`config.mk`:
```
export PLATFORM = sky130hd
export DESIGN_NAME = urxaf_top
export DESIGN_NICKNAME = d
export VERILOG_FILES = /design/src/urxaf_top.v
export VERILOG_INCLUDE_DIRS = /design/src
export SDC_FILE = /design/constraint.sdc
export NUM_CORES = 1
export LEC_CHECK = 0
export ABC_AREA = 1
export BUFFER_PORTS_ARGS = -buffer_cell sky130_fd_sc_hd__buf_2
export CAP_MARGIN = 10
export CELL_PAD_IN_SITES_DETAIL_PLACEMENT = 0
export CELL_PAD_IN_SITES_GLOBAL_PLACEMENT = 1
export CORE_UTILIZATION = 35
export DETAILED_ROUTE_END_ITERATION = 8
export GPL_TIMING_DRIVEN = 0
export PLACE_DENSITY = 0.75
export SLEW_MARGIN = 20
export SYNTH_ARGS = -nofsm -noshare
export SYNTH_HDL_FRONTEND = slang
export SYNTH_SLANG_ARGS = --single-unit
```
`constraint.sdc`:
```
create_clock -name i_ref_clk -period 2.6 [get_ports i_ref_clk]
set_clock_uncertainty 0.05 [all_clocks]
set_input_delay 0.52 -clock i_ref_clk [delete_from_list [all_inputs] [get_ports i_ref_clk]]
set_output_delay 0.52 -clock i_ref_clk [all_outputs]
set_load 0.01 [all_outputs]
```
`src/urxaf_regs.vh`:
```
/*
 * register offsets, field positions, reset values and sampling constants
 * for the receiver data-recovery and address-filter block.
 * assumes a 32-bit classic wishbone slave, word-aligned byte addresses.
 */
`ifndef URXAF_REGS_VH
`define URXAF_REGS_VH

`define URXAF_ADDR_W 4
`define URXAF_OFF_CTRL_A 4'h0
`define URXAF_OFF_CTRL_C 4'h4
`define URXAF_OFF_DATA 4'h8
`define URXAF_OFF_BAUD 4'hC

// ctrl_status_a bit positions
`define URXAF_A_RXDONE 7
`define URXAF_A_TXDONE 6
`define URXAF_A_TXEMPTY 5
`define URXAF_A_FERR 4
`define URXAF_A_DSPEED 1
`define URXAF_A_AFMODE 0

// ctrl_c bit positions
`define URXAF_C_RXEN 0
`define URXAF_C_TXEN 1
`define URXAF_C_STOP2 2
`define URXAF_C_SIZE_LO 4
`define URXAF_C_SIZE_HI 6
`define URXAF_C_TX9 8
`define URXAF_C_RX9 9

`define URXAF_SIZE_RST 3'h3
`define URXAF_SIZE_9 3'h7
`define URXAF_BAUD_RST 12'h000

// sampling per bit
`define URXAF_SPB_NORM 5'h10
`define URXAF_SPB_DBL 5'h08
`define URXAF_VOTE1_NORM 5'h08
`define URXAF_VOTE1_DBL 5'h04
`define URXAF_VOTE2_NORM 5'h09
`define URXAF_VOTE2_DBL 5'h05

`endif

```
`src/urxaf_top.v`:
```
/*
 * uart receiver data recovery with address filter, plus a minimal
 * transmitter sharing the character size, behind a classic wishbone slave.
 * assumes i_rxd is asynchronous to i_ref_clk and the remote sender keeps
 * its own rules for frame-type bits and stop bits.
 */
// What this block does
// - recovery steps 16 sample states per bit, or eight in double speed.
// - received bit is one when two of three centre samples are high.
// - first voting sample is 8 normally, 4 in double speed.
// - middle voting sample is 9 or 5; third follows it directly.
// - recover bits through the first stop bit; ignore further stop bits.
// - stop bit is voted; a zero vote sets the frame error flag of an accepted frame.
// - next start edge accepted right after last stop voting sample.
// - tolerate incoming rate 95.36 to 104.58 percent, normal speed, D=8.
// - in address-filter mode, data frames are dropped, not buffered.
// - transmit path ignores the address-filter mode bit.
// - for 5 to 8 data bits the first stop bit gives frame type.
// - for nine data bits the ninth data bit gives frame type.
// - frame type one means address, zero means data.
// - in filter mode an address frame is stored and flags done normally.
// - transmitter and receiver share one character size setting.
// - filter mode bit shares a register with the transmit-done flag.
// - double speed cuts sample states per bit from 16 to 8.
// - transmit-done flag clears by writing one to its bit.
`timescale 1ns/1ps
`include "urxaf_regs.vh"

module urxaf_top (
  // clock and reset
  input wire i_ref_clk,
  input wire i_rst,
  // wishbone slave
  input wire i_wb_cyc,
  input wire i_wb_stb,
  input wire i_wb_we,
  input wire [3:0] i_wb_sel,
  input wire [`URXAF_ADDR_W-1:0] i_wb_adr,
  input wire [31:0] i_wb_dat,
  output reg [31:0] o_wb_dat,
  output reg o_wb_ack,
  // serial line
  input wire i_rxd,
  output reg o_txd
);

  localparam ST_IDLE = 2'h0;
  localparam ST_START = 2'h1;
  localparam ST_BITS = 2'h2;

  // control state
  reg afmode;
  reg dspeed;
  reg txdone;
  reg rxen;
  reg txen;
  reg stop2;
  reg [2:0] char_size_sel;
  reg tx9;
  reg [11:0] baud_divisor;
  // receive buffer (one level)
  reg rxdone;
  reg ferr;
  reg [7:0] rx_data;
  reg rx_ninth_bit;

  // synchroniser
  reg rxd_s1;
  reg rxd_s2;

  // baud tick: one pulse per sample period
  // divisor zero gives a tick on every clock
  reg [11:0] baud_cnt;
  reg tick;
  always @(posedge i_ref_clk) begin
    if (i_rst) begin
      baud_cnt <= 12'h000;
      tick <= 1'b0;
    end else if (baud_cnt == 12'h000) begin
      baud_cnt <= baud_divisor;
      tick <= 1'b1;
    end else begin
      baud_cnt <= baud_cnt - 12'h001;
      tick <= 1'b0;
    end
  end

  // two stages: i_rxd is asynchronous to the clock
  always @(posedge i_ref_clk) begin
    if (i_rst) begin
      rxd_s1 <= 1'b1;
      rxd_s2 <= 1'b1;
    end else begin
      rxd_s1 <= i_rxd;
      rxd_s2 <= rxd_s1;
    end
  end

  wire is_nine = (char_size_sel == `URXAF_SIZE_9);
  wire [3:0] ndata = is_nine ? 4'h9 : ({1'b0, char_size_sel} + 4'h5);

  // sample states per bit by speed
  wire [4:0] spb = dspeed ? `URXAF_SPB_DBL : `URXAF_SPB_NORM;
  // centred votes give the rate margin
  wire [4:0] v1 = dspeed ? `URXAF_VOTE1_DBL : `URXAF_VOTE1_NORM;
  wire [4:0] v2 = dspeed ? `URXAF_VOTE2_DBL : `URXAF_VOTE2_NORM;
  wire [4:0] v3 = v2 + 5'h01;

  reg [1:0] rx_state;
  reg [4:0] samp;
  reg [3:0] bit_idx;
  reg [2:0] votes;
  reg [8:0] shift;
  // majority of three
  // third sample is taken live, so the vote lands on its own tick
  wire maj = (votes[0] & votes[1]) | (votes[0] & rxd_s2) | (votes[1] & rxd_s2);
  wire data_last = (bit_idx == ndata);
  reg store;
  reg store_ferr;
  reg store_type;

  always @(posedge i_ref_clk) begin
    // disabling the receiver abandons a frame at once
    if (i_rst || !rxen) begin
      rx_state <= ST_IDLE;
      samp <= 5'h00;
      bit_idx <= 4'h0;
      votes <= 3'h0;
      shift <= 9'h000;
      store <= 1'b0;
      store_ferr <= 1'b0;
      store_type <= 1'b0;
    end else begin
      store <= 1'b0;
      if (tick) begin
        case (rx_state)
          ST_IDLE: begin
            // start edge taken as soon as the previous frame voted its stop
            if (!rxd_s2) begin
              rx_state <= ST_START;
              samp <= 5'h02;
              votes <= 3'h0;
            end
          end
          ST_START: begin
            if (samp == v1) votes[0] <= rxd_s2;
            if (samp == v2) votes[1] <= rxd_s2;
            if (samp == v3) begin
              if (maj) begin
                rx_state <= ST_IDLE;
              end else begin
                rx_state <= ST_BITS;
                bit_idx <= 4'h0;
              end
            end
            samp <= (samp == spb) ? 5'h01 : samp + 5'h01;
            if (samp == spb) votes <= 3'h0;
          end
          ST_BITS: begin
            samp <= (samp == spb) ? 5'h01 : samp + 5'h01;
            if (samp == v1) votes[0] <= rxd_s2;
            if (samp == v2) votes[1] <= rxd_s2;
            if (samp == v3) begin
              // data bits then first stop bit only
              if (!data_last) begin
                shift <= {maj, shift[8:1]};
                bit_idx <= bit_idx + 4'h1;
              end else begin
                // vote stop, then judge type and store
                store <= 1'b1;
                store_ferr <= ~maj;
                store_type <= is_nine ? shift[8] : maj;
                // hunt for next start right after last vote
                rx_state <= ST_IDLE;
              end
            end
          end
          default: rx_state <= ST_IDLE;
        endcase
      end
    end
  end

  // right-align the assembled bits by character size
  reg [8:0] aligned;
  always @* begin
    case (ndata)
      4'h5: aligned = {4'h0, shift[8:4]};
      4'h6: aligned = {3'h0, shift[8:3]};
      4'h7: aligned = {2'h0, shift[8:2]};
      4'h8: aligned = {1'b0, shift[8:1]};
      default: aligned = shift;
    endcase
  end

  // a dropped frame leaves buffer and flags untouched
  // only address frames pass in filter mode
  wire accept = store & (~afmode | store_type);

  // bus decode
  wire wb_req = i_wb_cyc & i_wb_stb & ~o_wb_ack;
  wire wr = wb_req & i_wb_we;
  wire rd = wb_req & ~i_wb_we;
  wire sel_a = (i_wb_adr == `URXAF_OFF_CTRL_A);
  wire sel_c = (i_wb_adr == `URXAF_OFF_CTRL_C);
  wire sel_d = (i_wb_adr == `URXAF_OFF_DATA);
  wire sel_b = (i_wb_adr == `URXAF_OFF_BAUD);
  wire rd_data = rd & sel_d;

  // transmitter
  reg [3:0] tx_bits;
  reg [10:0] tx_shift;
  reg tx_busy;
  reg [4:0] tx_samp;
  reg tx_load;
  reg [8:0] tx_word;
  wire tx_end;
  // buffer empties only when the shifter takes the word
  wire tx_start = !tx_busy && tx_load && txen && tick;

  always @(posedge i_ref_clk) begin
    if (i_rst) begin
      rxdone <= 1'b0;
      ferr <= 1'b0;
      rx_data <= 8'h00;
      rx_ninth_bit <= 1'b0;
      afmode <= 1'b0;
      dspeed <= 1'b0;
      txdone <= 1'b0;
      rxen <= 1'b0;
      txen <= 1'b0;
      stop2 <= 1'b0;
      char_size_sel <= `URXAF_SIZE_RST;
      tx9 <= 1'b0;
      baud_divisor <= `URXAF_BAUD_RST;
      tx_load <= 1'b0;
      tx_word <= 9'h000;
    end else begin
      // one-level buffer: a newer accepted frame overwrites
      if (accept) begin
        rxdone <= 1'b1;
        ferr <= store_ferr;
        rx_data <= aligned[7:0];
        rx_ninth_bit <= aligned[8];
      end else if (rd_data || !rxen) begin
        rxdone <= 1'b0;
      end
      if (tx_busy && tx_end && !tx_load) begin
        txdone <= 1'b1;
      end else if (wr && sel_a && i_wb_sel[0] && i_wb_dat[`URXAF_A_TXDONE]) begin
        txdone <= 1'b0;
      end
      if (tx_start) tx_load <= 1'b0;
      if (wr && sel_a && i_wb_sel[0]) begin
        afmode <= i_wb_dat[`URXAF_A_AFMODE];
        dspeed <= i_wb_dat[`URXAF_A_DSPEED];
      end
      if (wr && sel_c) begin
        if (i_wb_sel[0]) begin
          rxen <= i_wb_dat[`URXAF_C_RXEN];
          txen <= i_wb_dat[`URXAF_C_TXEN];
          stop2 <= i_wb_dat[`URXAF_C_STOP2];
          char_size_sel <= i_wb_dat[`URXAF_C_SIZE_HI:`URXAF_C_SIZE_LO];
        end
        if (i_wb_sel[1]) tx9 <= i_wb_dat[`URXAF_C_TX9];
      end
      if (wr && sel_b && i_wb_sel[0]) baud_divisor[7:0] <= i_wb_dat[7:0];
      if (wr && sel_b && i_wb_sel[1]) baud_divisor[11:8] <= i_wb_dat[11:8];
      if (wr && sel_d && i_wb_sel[0] && !tx_load) begin
        tx_load <= 1'b1;
        tx_word <= {tx9, i_wb_dat[7:0]};
      end
    end
  end

  // transmit path has no address-filter term
  assign tx_end = tick && (tx_samp == spb) && (tx_bits == 4'h0);
  always @(posedge i_ref_clk) begin
    if (i_rst) begin
      tx_busy <= 1'b0;
      tx_shift <= 11'h7FF;
      tx_bits <= 4'h0;
      tx_samp <= 5'h01;
      o_txd <= 1'b1;
    end else if (!tx_busy) begin
      o_txd <= 1'b1;
      if (tx_start) begin
        tx_busy <= 1'b1;
        tx_samp <= 5'h01;
        o_txd <= 1'b0;
        // data, optional ninth bit, then stop bits, lsb first
        tx_shift <= is_nine ? {2'h3, tx_word} : ({3'h7, tx_word[7:0]}
          | (11'h7FF << ndata));
        tx_bits <= ndata + (stop2 ? 4'h2 : 4'h1);
      end
    end else if (tick) begin
      tx_samp <= (tx_samp == spb) ? 5'h01 : tx_samp + 5'h01;
      if (tx_samp == spb) begin
        if (tx_bits == 4'h0) begin
          tx_busy <= 1'b0;
          o_txd <= 1'b1;
        end else begin
          o_txd <= tx_shift[0];
          tx_shift <= {1'b1, tx_shift[10:1]};
          tx_bits <= tx_bits - 4'h1;
        end
      end
    end
  end

  // wishbone answer one cycle after request
  // writes land on the taking edge, the same edge that raises ack
  always @(posedge i_ref_clk) begin
    if (i_rst) begin
      o_wb_ack <= 1'b0;
      o_wb_dat <= 32'h00000000;
    end else begin
      o_wb_ack <= wb_req;
      o_wb_dat <= 32'h00000000;
      if (rd) begin
        case (i_wb_adr)
          `URXAF_OFF_CTRL_A: o_wb_dat <= {24'h000000, rxdone, txdone, ~tx_load, ferr & rxdone,
            2'h0, dspeed, afmode};
          `URXAF_OFF_CTRL_C: o_wb_dat <= {22'h000000, rx_ninth_bit, tx9, 1'b0,
            char_size_sel, 1'b0, stop2, txen, rxen};
          `URXAF_OFF_DATA: o_wb_dat <= {24'h000000, rx_data};
          `URXAF_OFF_BAUD: o_wb_dat <= {20'h00000, baud_divisor};
          default: o_wb_dat <= 32'h00000000;
        endcase
      end
    end
  end

endmodule

```
# Yosys cells after proc, flatten, opt, wreduce, memory -nomap -nowiden
# Cells that the tools add are included.
# word_totals
wordCells,201
ram_bits,0
mem_bits_ro,0
regBits,138
n_memories,0
latch_bits,0
# op_classes
n_eq_ne,25
n_mux,61
bitwise,24
shifts,1
n_mul,0
n_addsub,8
reduce_logical,47
order_cmp,0
div,0
# ops
op,n
two-way mux 11 bit,6
two-way mux 4 bit,12
case mux 12 bit (4 select lines),1
case mux 9 bit (4 select lines),1
two-way mux 5 bit,7
two-way mux 1 bit,21
logical AND 1 bit,17
"== test 4 x 3 -> 1 bit, second input constant",4
two-way mux 2 bit,8
"!= test 2 bit, second input constant",8
== test 5 bit,3
"== test 4 bit, second input constant",3
logical NOT 12 bit,1
two-way mux 12 bit,1
case mux 2 bit (3 select lines),2
AND reduction 4 bit,3
nonzero test 2 bit,6
"subtractor 12 x 1 -> 12 bit, second input constant",1
OR 11 bit,1
"<< shifter 11 x 4 -> 11 bit, first input constant",1
"adder 5 x 1 -> 5 bit, second input constant",2
bitwise AND 1 bit,10
== test 5 x 4 -> 1 bit,2
NOT 1 bit,10
24 further kinds,35

# Logic depth before layout (Yosys ltp)
# Gate-level depths: netlist of the first run.
# depth
depth_word,8
mapped_depth,12
depth_no_buf,12

# Worst setup path after synthesis of the first run
# OpenSTA, ideal clock, no wires.
# synth_timing
path_kind,register to register
from,register char_size_sel[0]
to,register tx_bits[2]
setup_time_ps,71
path_stages_with_launch,11
setup_slack_ps,464
path_buffers,0
arrival_time_ps,2015
synth_period_minus_slack_ps,2136
path_cell_list,dfxtp_1 ha_1 nand2_4 nand2_4 ha_1 inv_1 fa_1 xor2_1 o21ai_0 nand3_1 a21oi_1
# synth_via
elab_chain_len,5
# synth_rtl
element,line_no,source
"start, declared",urxaf_top.v:58,reg [2:0] char_size_sel;
"start signal, assigned",urxaf_top.v:233,char_size_sel <= `URXAF_SIZE_RST;
"start signal, assigned",urxaf_top.v:263,char_size_sel <= i_wb_dat[`URXAF_C_SIZE_HI:`URXAF_C_SIZE_LO];
adder 3 x 3 -> 4 bit or == test 3 bit (tied branches),--,
two-way mux 4 bit *,urxaf_top.v:100,"wire [3:0] ndata = is_nine ? 4'h9 : ({1'b0, char_size_sel} + 4'h5);"
adder 4 x 2 -> 4 bit *,urxaf_top.v:294,tx_bits <= ndata + (stop2 ? 4'h2 : 4'h1);
two-way mux 4 bit *,urxaf_top.v:287,if (tx_start) begin
two-way mux 4 bit *,urxaf_top.v:285,end else if (!tx_busy) begin
"end signal, assigned",urxaf_top.v:294,
"end signal, assigned",urxaf_top.v:305,tx_bits <= tx_bits - 4'h1;
"end, declared",urxaf_top.v:211,reg [3:0] tx_bits;
# Mark *: on every way between the ends. The rest lies on a longest branch, timed or not. The select of a mux whose other input is x is not followed.
# A chain may end at the register's enable or synchronous reset.

# Worst setup path after layout of the first run
# Same ends and word-level chain as after synthesis.

==> results of run 1 <==
## critical path: cells and delay by family, from the launching register on
kind | cells | cell delay [ps]
AO/OA/AOI/OAI | 2 | 290
adder cells (fa/ha/maj) | 3 | 980
flip-flops | 1 | 450
XOR/XNOR | 1 | 180
buffers and inverters | 1 | 50
AND/OR/NAND/NOR | 3 | 340
## sequential cells by signal (all words and copies together) (netlist names), 5 cells and up
name          flops
tx_word           9
o_wb_dat         12
shift             9
tx_shift          9
baud_cnt         12
baud_divisor     12
samp              5
rx_data           8
tx_samp           5
## routing by layer
metal | vias up | part of all wire (%) | track usage (%)
met2 | 64 | 45 | 29.48
met1 | 2451 | 52 | 26.17
met4 | 0 | 0.47 | 6.130
li1 | 2857 | - | -
met3 | 4 | 3.2 | 3.998
met5 | - | 0 | 0
## stage by stage
stage                     util (%)  area (µm²)  hold slack (ps)  cells  setup WS (ps)
after floorplan                  -        6002            339.5    860          464.1
after global placement       38.94        6457            349.3   1116          191.9
after detailed placement     38.94        6457            356.2   1116          182.5
after CTS                    42.53        7053            215.2   1148          182.0
after global routing         42.53        7053            225.6   1148          45.24
final                        42.53        7053            229.4   1148          169.7
## cells in the mapped netlist (3+ instances only)
cell        n  area share, %
nand3_2     4           0.68
a21oi_2     5           0.74
o22ai_1     7           0.74
nand2_4     8            1.5
o211ai_1    3           0.38
inv_2       4           0.25
a21oi_1    55            4.6
inv_1     102            6.5
o21ai_0    63            5.3
nor2_2      6           0.63
nand4_1     5           0.53
a221oi_1    3           0.44
nor4_1      6           0.63
nand3_1    45            3.8
buf_4      22            2.8
nor3_2      3           0.51
ha_1       17            3.6
or2_2       3           0.32
buf_2       4           0.34
nand3b_1    3           0.38
xor2_1     10            1.5
o21ai_1     8           0.68
nor3_1     17            1.4
dfxtp_1   116             39
a211oi_1    6           0.76
clkbuf_1   13           0.82
a31oi_1    10            1.1
xnor2_1     5           0.74
nand2_1   180             11
nor2_1     93            5.9
## power by group
group          switching [mW]  internal, mW  total, mW
Combinational           0.338         0.214      0.552
Clock                   0.823          1.55       2.37
Sequential             0.0634          1.85       1.92
Total                    1.22          3.62       4.84
## area by class of cell
type,instances,share of cell area [%]
Timing Repair Buffer,36,2.555
Tap cell,220,3.903
Multi-Input combinational cell,596,43.02
Clock inverter,9,1.809
Buffer,41,3.424
Sequential cell,116,32.93
Clock buffer,23,6.635
Inverter,107,5.730
## cells by family after synthesis
family,Yosys count
other,1
AND/OR/NAND/NOR,378
flip-flops,116
adder cells (fa/ha/maj),18
buffers and inverters,148
XOR/XNOR,15
AO/OA/AOI/OAI,165
## placed cells by master, fill, tap and decap left out, types with 3 or more instances in the layout
master      Yosys  final
ha_1           17     17
o21ai_1         8      8
buf_2           4     40
xnor2_1         5      5
a31oi_1        10     10
inv_1         102    102
a221oi_1        3      3
buf_4          22     22
clkbuf_16       0     17
nand3_1        45     45
clkinvlp_4      0      3
xor2_1         10     10
conb_1          1     20
clkbuf_1       13     17
bufinv_16       0      3
a21oi_1        55     55
nor3_2          3      3
nor3_1         17     17
o211ai_1        3      3
clkinv_2        0      3
nor2_1         93     93
nor2_2          6      6
inv_2           4      4
nand2_4         8      8
or2_2           3      3
nand3b_1        3      3
nand4_1         5      5
nand3_2         4      4
nand2_1       180    180
o21ai_0        63     63
nor4_1          6      6
o22ai_1         7      7
a21oi_2         5      5
dfxtp_1       116    116
a211oi_1        6      6
## how the worst max path moves through the flow
stage	from	endpoint	slack, ps	cells past startpoint
detailed placement	char_size_sel[0]	tx_bits[2]	180	10
finish	char_size_sel[0]	tx_bits[2]	170	10
global placement	i_rst	char_size_sel[0]	190	5
floorplan	char_size_sel[0]	tx_bits[2]	460	10
global route	char_size_sel[0]	tx_bits[2]	50	10
CTS	char_size_sel[0]	tx_bits[2]	180	10
==> metrics.cfg, run 1 <==
[synth]
syn_avg_cell_area_um2 = 7.052
synthesis.area_um2 = 5931
synthArstFlopShare_pct = 0
synth_xor_area_share_pct = 2.215
synth_mux_area_share_pct = 0
ys_ff_latch = 116
syn_inst = 841
synth_warnings = 0
synthAdderAreaFrac_pct = 3.924
ys.flop_type = dfxtp_1
synth-compound-area-share_pct = 15.44
synth_cell_type_count = 43
synth_edf_count = 0
synth_seq_area_share_pct = 39.16
synth_top_family_by_area = simple AND/OR/NAND/NOR gates
yosys.area_share.simple_pct = 28.31

[drt]
dr.pass1.iters = 4
num_vias = 5376
first_iter_violations = 260
antenna_left = 0
drc = 0
wire_per_inst_um = 13.67
viasPerCell = 4.683
wl_um = 15700

[sta]
rsz0062_at_grt = false
report.final.slew_viol_count = 0
setup_viol = 0
hold_violations = 0
worstMarginPinSlew_ps = 677.1
clock.fmax_mhz = 411.5
fin_crit_ps = 2430
slew_headroom_pct = 54.86
fin_crit_sh_pct = 93.47
setup_tns_ps = 0

[grt]
grt_pass1_vias = 5134
grt_max_degree = 17
antenna_found_initial = 0
gr-usage-all-layers_pct = 18.98
grt_pass1_wl_um = 26060
grt_overflow = 0

[worst_hold_path]
min-delay-start = i_rxd
holdPathStages = 2
hold_end = rxd_s1
hold_class = in -> reg

[power_and_ir_drop]
p_total_mw = 4.843
vdd_drop_max_uv = 458.6
power.leakage_nw = 2.961
power.density_nw_per_um2 = 686.7

[floorplanning]
dieArea_um2 = 17470
die_x_um = 132.2
ios = 80
die_y_um = 132.2
initial_core_util_pct = 35.76
std_cell_rows = 47
core_um2 = 16580

[clock_tree]
htreeDepth = 4
cts_setup_buffers = 0
cts_hold_buf = 0
clock_path_buffers = 2
clk_pin_slew_ps = 50
cts-buffers-inserted = 17
cts_resized = 0
cts_tree = yes
clock-root-buffer = clkbuf_16
clock_latency_ps = 420
clock-sinks = 116

[worst_setup_path]
cp-end-kind = flip-flop
regToRegSetupSlack_ps = 170
crit_path_cell_trace = ha_1 > nand2_4 > nand2_4 > ha_1 > inv_1 > fa_1 > xor2_1 > o21ai_0 > nand3_1 > a21oi_1
critical_path_class = reg -> reg
worst_r2r_endpoint = tx_bits[2]
slowest_delay_ps = 450
required_ps = 2880
critical_path.max_fanout = 6
r2r_cells = 10
crit_arrival_ps = 2710
worstSetupStartpointType = flip-flop
slowest_stage = dfxtp_1
worstReg2RegStart = char_size_sel[0]

[place]
io_buffers = 36
place_congestion = 0.7900
dp_hpwl_um = 11880

[status]
status = complete, no violations

[cells_and_area]
register_area_um2 = 2322
multi_input_area_um2 = 3034
final_layout_size_suffix_gt1_share_pct = 13.69
fillCellCount = 1798
final_nets = 979
area_growth_pct = 18.92
antenna_cells = 0

[run]
maxCapViolations = 0

Power figures use the tool's default switching activity.
==> run 2, diff against run 1 <==
--- a/config.mk
+++ b/config.mk
@@ -12,8 +12,10 @@
 export CELL_PAD_IN_SITES_DETAIL_PLACEMENT = 0
 export CELL_PAD_IN_SITES_GLOBAL_PLACEMENT = 1
 export CORE_UTILIZATION = 35
+export CTS_CLUSTER_SIZE = 28
 export DETAILED_ROUTE_END_ITERATION = 8
 export GPL_TIMING_DRIVEN = 0
+export MAX_ROUTING_LAYER = met4
 export PLACE_DENSITY = 0.75
 export SLEW_MARGIN = 20
 export SYNTH_ARGS = -nofsm -noshare
==> run 2 against run 1 <==
Effect of this change: sequential power about the same; total power up 0.13%; fmax up 0.17%; via count up 0.47%; critical endpoint unchanged; sequential share of layout area unchanged; combinational power about the same; routed wire length about the same; die area unchanged; flip-flop and latch count unchanged; clock-buffer cell count unchanged; global-route usage up 0.59 points.
==> metrics.cfg, run 2 (synthesis gave the netlist of run 1 again) <==
[cells_and_area]
multi_input_area_um2 = 3034  ; unchanged
register_area_um2 = 2322  ; unchanged
final_nets = 979  ; unchanged
final_cell_mix = nand2_1, dfxtp_1, inv_1
antenna_cells = 0  ; unchanged
layout_commonest_cell = nand2_1
area_growth_pct = 18.92  ; unchanged
final_layout_size_suffix_gt1_share_pct = 13.69  ; unchanged
biggestRegsByFlops = baud_cnt: 12 flops, baud_divisor: 12 flops, o_wb_dat: 12 flops
fillCellCount = 1798  ; unchanged

[power_and_ir_drop]
vdd_drop_max_uv = 470.9  ; +2.7%
netSwitchingFraction_pct = 25.39  ; +0.12 points
p_total_mw = 4.849  ; +0.13%
p_clk_share_pct = 49.1  ; about the same
p_int_mw = 3.618  ; about the same
p_comb_share_pct = 11.4  ; about the same
switching_power_mw = 1.231  ; +0.60%
p_seq_share_pct = 39.5  ; about the same
power.density_nw_per_um2 = 687.6  ; +0.13%
power.leakage_nw = 2.961  ; unchanged

[grt]
grt_pass1_vias = 5149  ; +0.29%
gr-usage-all-layers_pct = 19.57  ; +0.59 points
grt_max_degree = 17  ; unchanged
antenna_found_initial = 0  ; unchanged
grt_pass1_wl_um = 26010  ; -0.18%
grt_overflow = 0  ; unchanged

[floorplanning]
std_cell_rows = 47  ; unchanged
core_um2 = 16580  ; unchanged
die_x_um = 132.2  ; unchanged
dieArea_um2 = 17470  ; unchanged
ios = 80  ; unchanged
die_y_um = 132.2  ; unchanged
initial_core_util_pct = 35.76  ; unchanged

[drt]
first_iter_violations = 273  ; +5.0%
drc = 0  ; unchanged
num_vias = 5401  ; +0.47%
viasPerCell = 4.705  ; +0.47%
wire_per_inst_um = 13.66  ; about the same
wl_um = 15680  ; about the same
dr.pass1.iters = 5  ; +1
antenna_left = 0  ; unchanged

[clock_tree]
cts_hold_buf = 0  ; unchanged
cts_setup_buffers = 0  ; unchanged
clock-sinks = 116  ; unchanged
cts_tree = yes
clock_path_buffers = 2  ; unchanged
clock-root-buffer = clkbuf_16
clk_pin_slew_ps = 50  ; about the same
clock_latency_ps = 420  ; about the same
cts-buffers-inserted = 17  ; unchanged
cts_resized = 0  ; unchanged
htreeDepth = 4  ; unchanged

[sta]
hold_violations = 0  ; unchanged
rsz0062_at_grt = false
setup_tns_ps = 0  ; unchanged
fin_crit_ps = 2426  ; -4.128 ps
clock.fmax_mhz = 412.2  ; +0.17%
worstMarginPinSlew_ps = 683.2  ; +6.106 ps
slew_headroom_pct = 54.46  ; -0.41 points
report.final.slew_viol_count = 0  ; unchanged
setup_viol = 0  ; unchanged
fin_crit_sh_pct = 93.31  ; -0.16 points

[worst_setup_path]
cp-end-kind = flip-flop
worstReg2RegStart = char_size_sel[0]
critical_path.max_fanout = 6  ; unchanged
critical_path_class = reg -> reg
slowest_stage = dfxtp_1
worstSetupStartpointType = flip-flop
required_ps = 2900  ; +20 ps
startpoint = char_size_sel[0]
crit_path_cell_trace = ha_1 > nand2_4 > nand2_4 > ha_1 > inv_1 > fa_1 > xor2_1 > o21ai_0 > nand3_1 > a21oi_1
crit_arrival_ps = 2720  ; about the same
slowest_delay_ps = 450  ; about the same

[worst_hold_path]
min-delay-start = i_rxd
hold_class = in -> reg

[status]
status = complete, no violations

[place]
dp_hpwl_um = 11880  ; unchanged
place_congestion = 0.8011  ; +1.4%
io_buffers = 36  ; unchanged

[run]
maxCapViolations = 0  ; unchanged

run 2: cell counts in the layout (fill, tap and decap cells not counted):
No cell type changed its count.
run 2: cell type report:
cell class | count | share of cell area [%]
multi-input cells | 596 | 43.02
well taps | 220 | 3.903
inverters | 107 | 5.730
flip-flops and latches | 116 | 32.93
repair buffers | 36 | 2.555
plain buffers | 41 | 3.424
clock buffers | 23 | 6.635
clock inverters | 9 | 1.809
run 2: path summary, 6_finish.rpt:
check	to	slack [ps]	cells past startpoint
worst max register to register	tx_bits[2]	170	10
worst min register to register	rxd_s2	360	1
worst max-delay path	tx_bits[2]	170	10
worst min-delay path	rxd_s1	230	2
run 2: critical path, delay by kind of cell (launching register included):
family                   cells  cell delay [ps]
adder cells (fa/ha/maj)      3              980
flip-flops                   1              450
AND/OR/NAND/NOR              3              330
AO/OA/AOI/OAI                2              290
XOR/XNOR                     1              180
buffers and inverters        1               50
run 2: metal layers:
layer	GRT usage (%)	part of all wire, %	vias to the layer above
li1	-	-	2857
met1	26.10	51	2448
met2	29.51	44	77
met3	4.229	3.6	19
met4	5.939	1.3	0
met5	-	0	-
run 2: power by group through the flow:
stage | logic [mW] | registers, mW | clock network [mW]
after global routing | 0.641 | 1.93 | 2.50
final | 0.553 | 1.92 | 2.38
after CTS | 0.555 | 1.92 | 2.43
after floorplan | 0.432 | 1.93 | 0
after global placement | 0.555 | 1.95 | 0
after detailed placement | 0.551 | 1.95 | 0
run 2: metrics by stage:
step,hold slack (ps),cell area (µm²),setup slack [ps],cells,util (%)
2_1_floorplan,339.5,6002,464.1,860,-
3_3_place_gp,349.3,6457,191.9,1116,38.94
3_5_place_dp,356.2,6457,182.5,1116,38.94
4_1_cts,215.2,7053,182.0,1148,42.53
5_1_grt,224.5,7053,46.41,1148,42.53
6_report,228.5,7053,173.9,1148,42.53
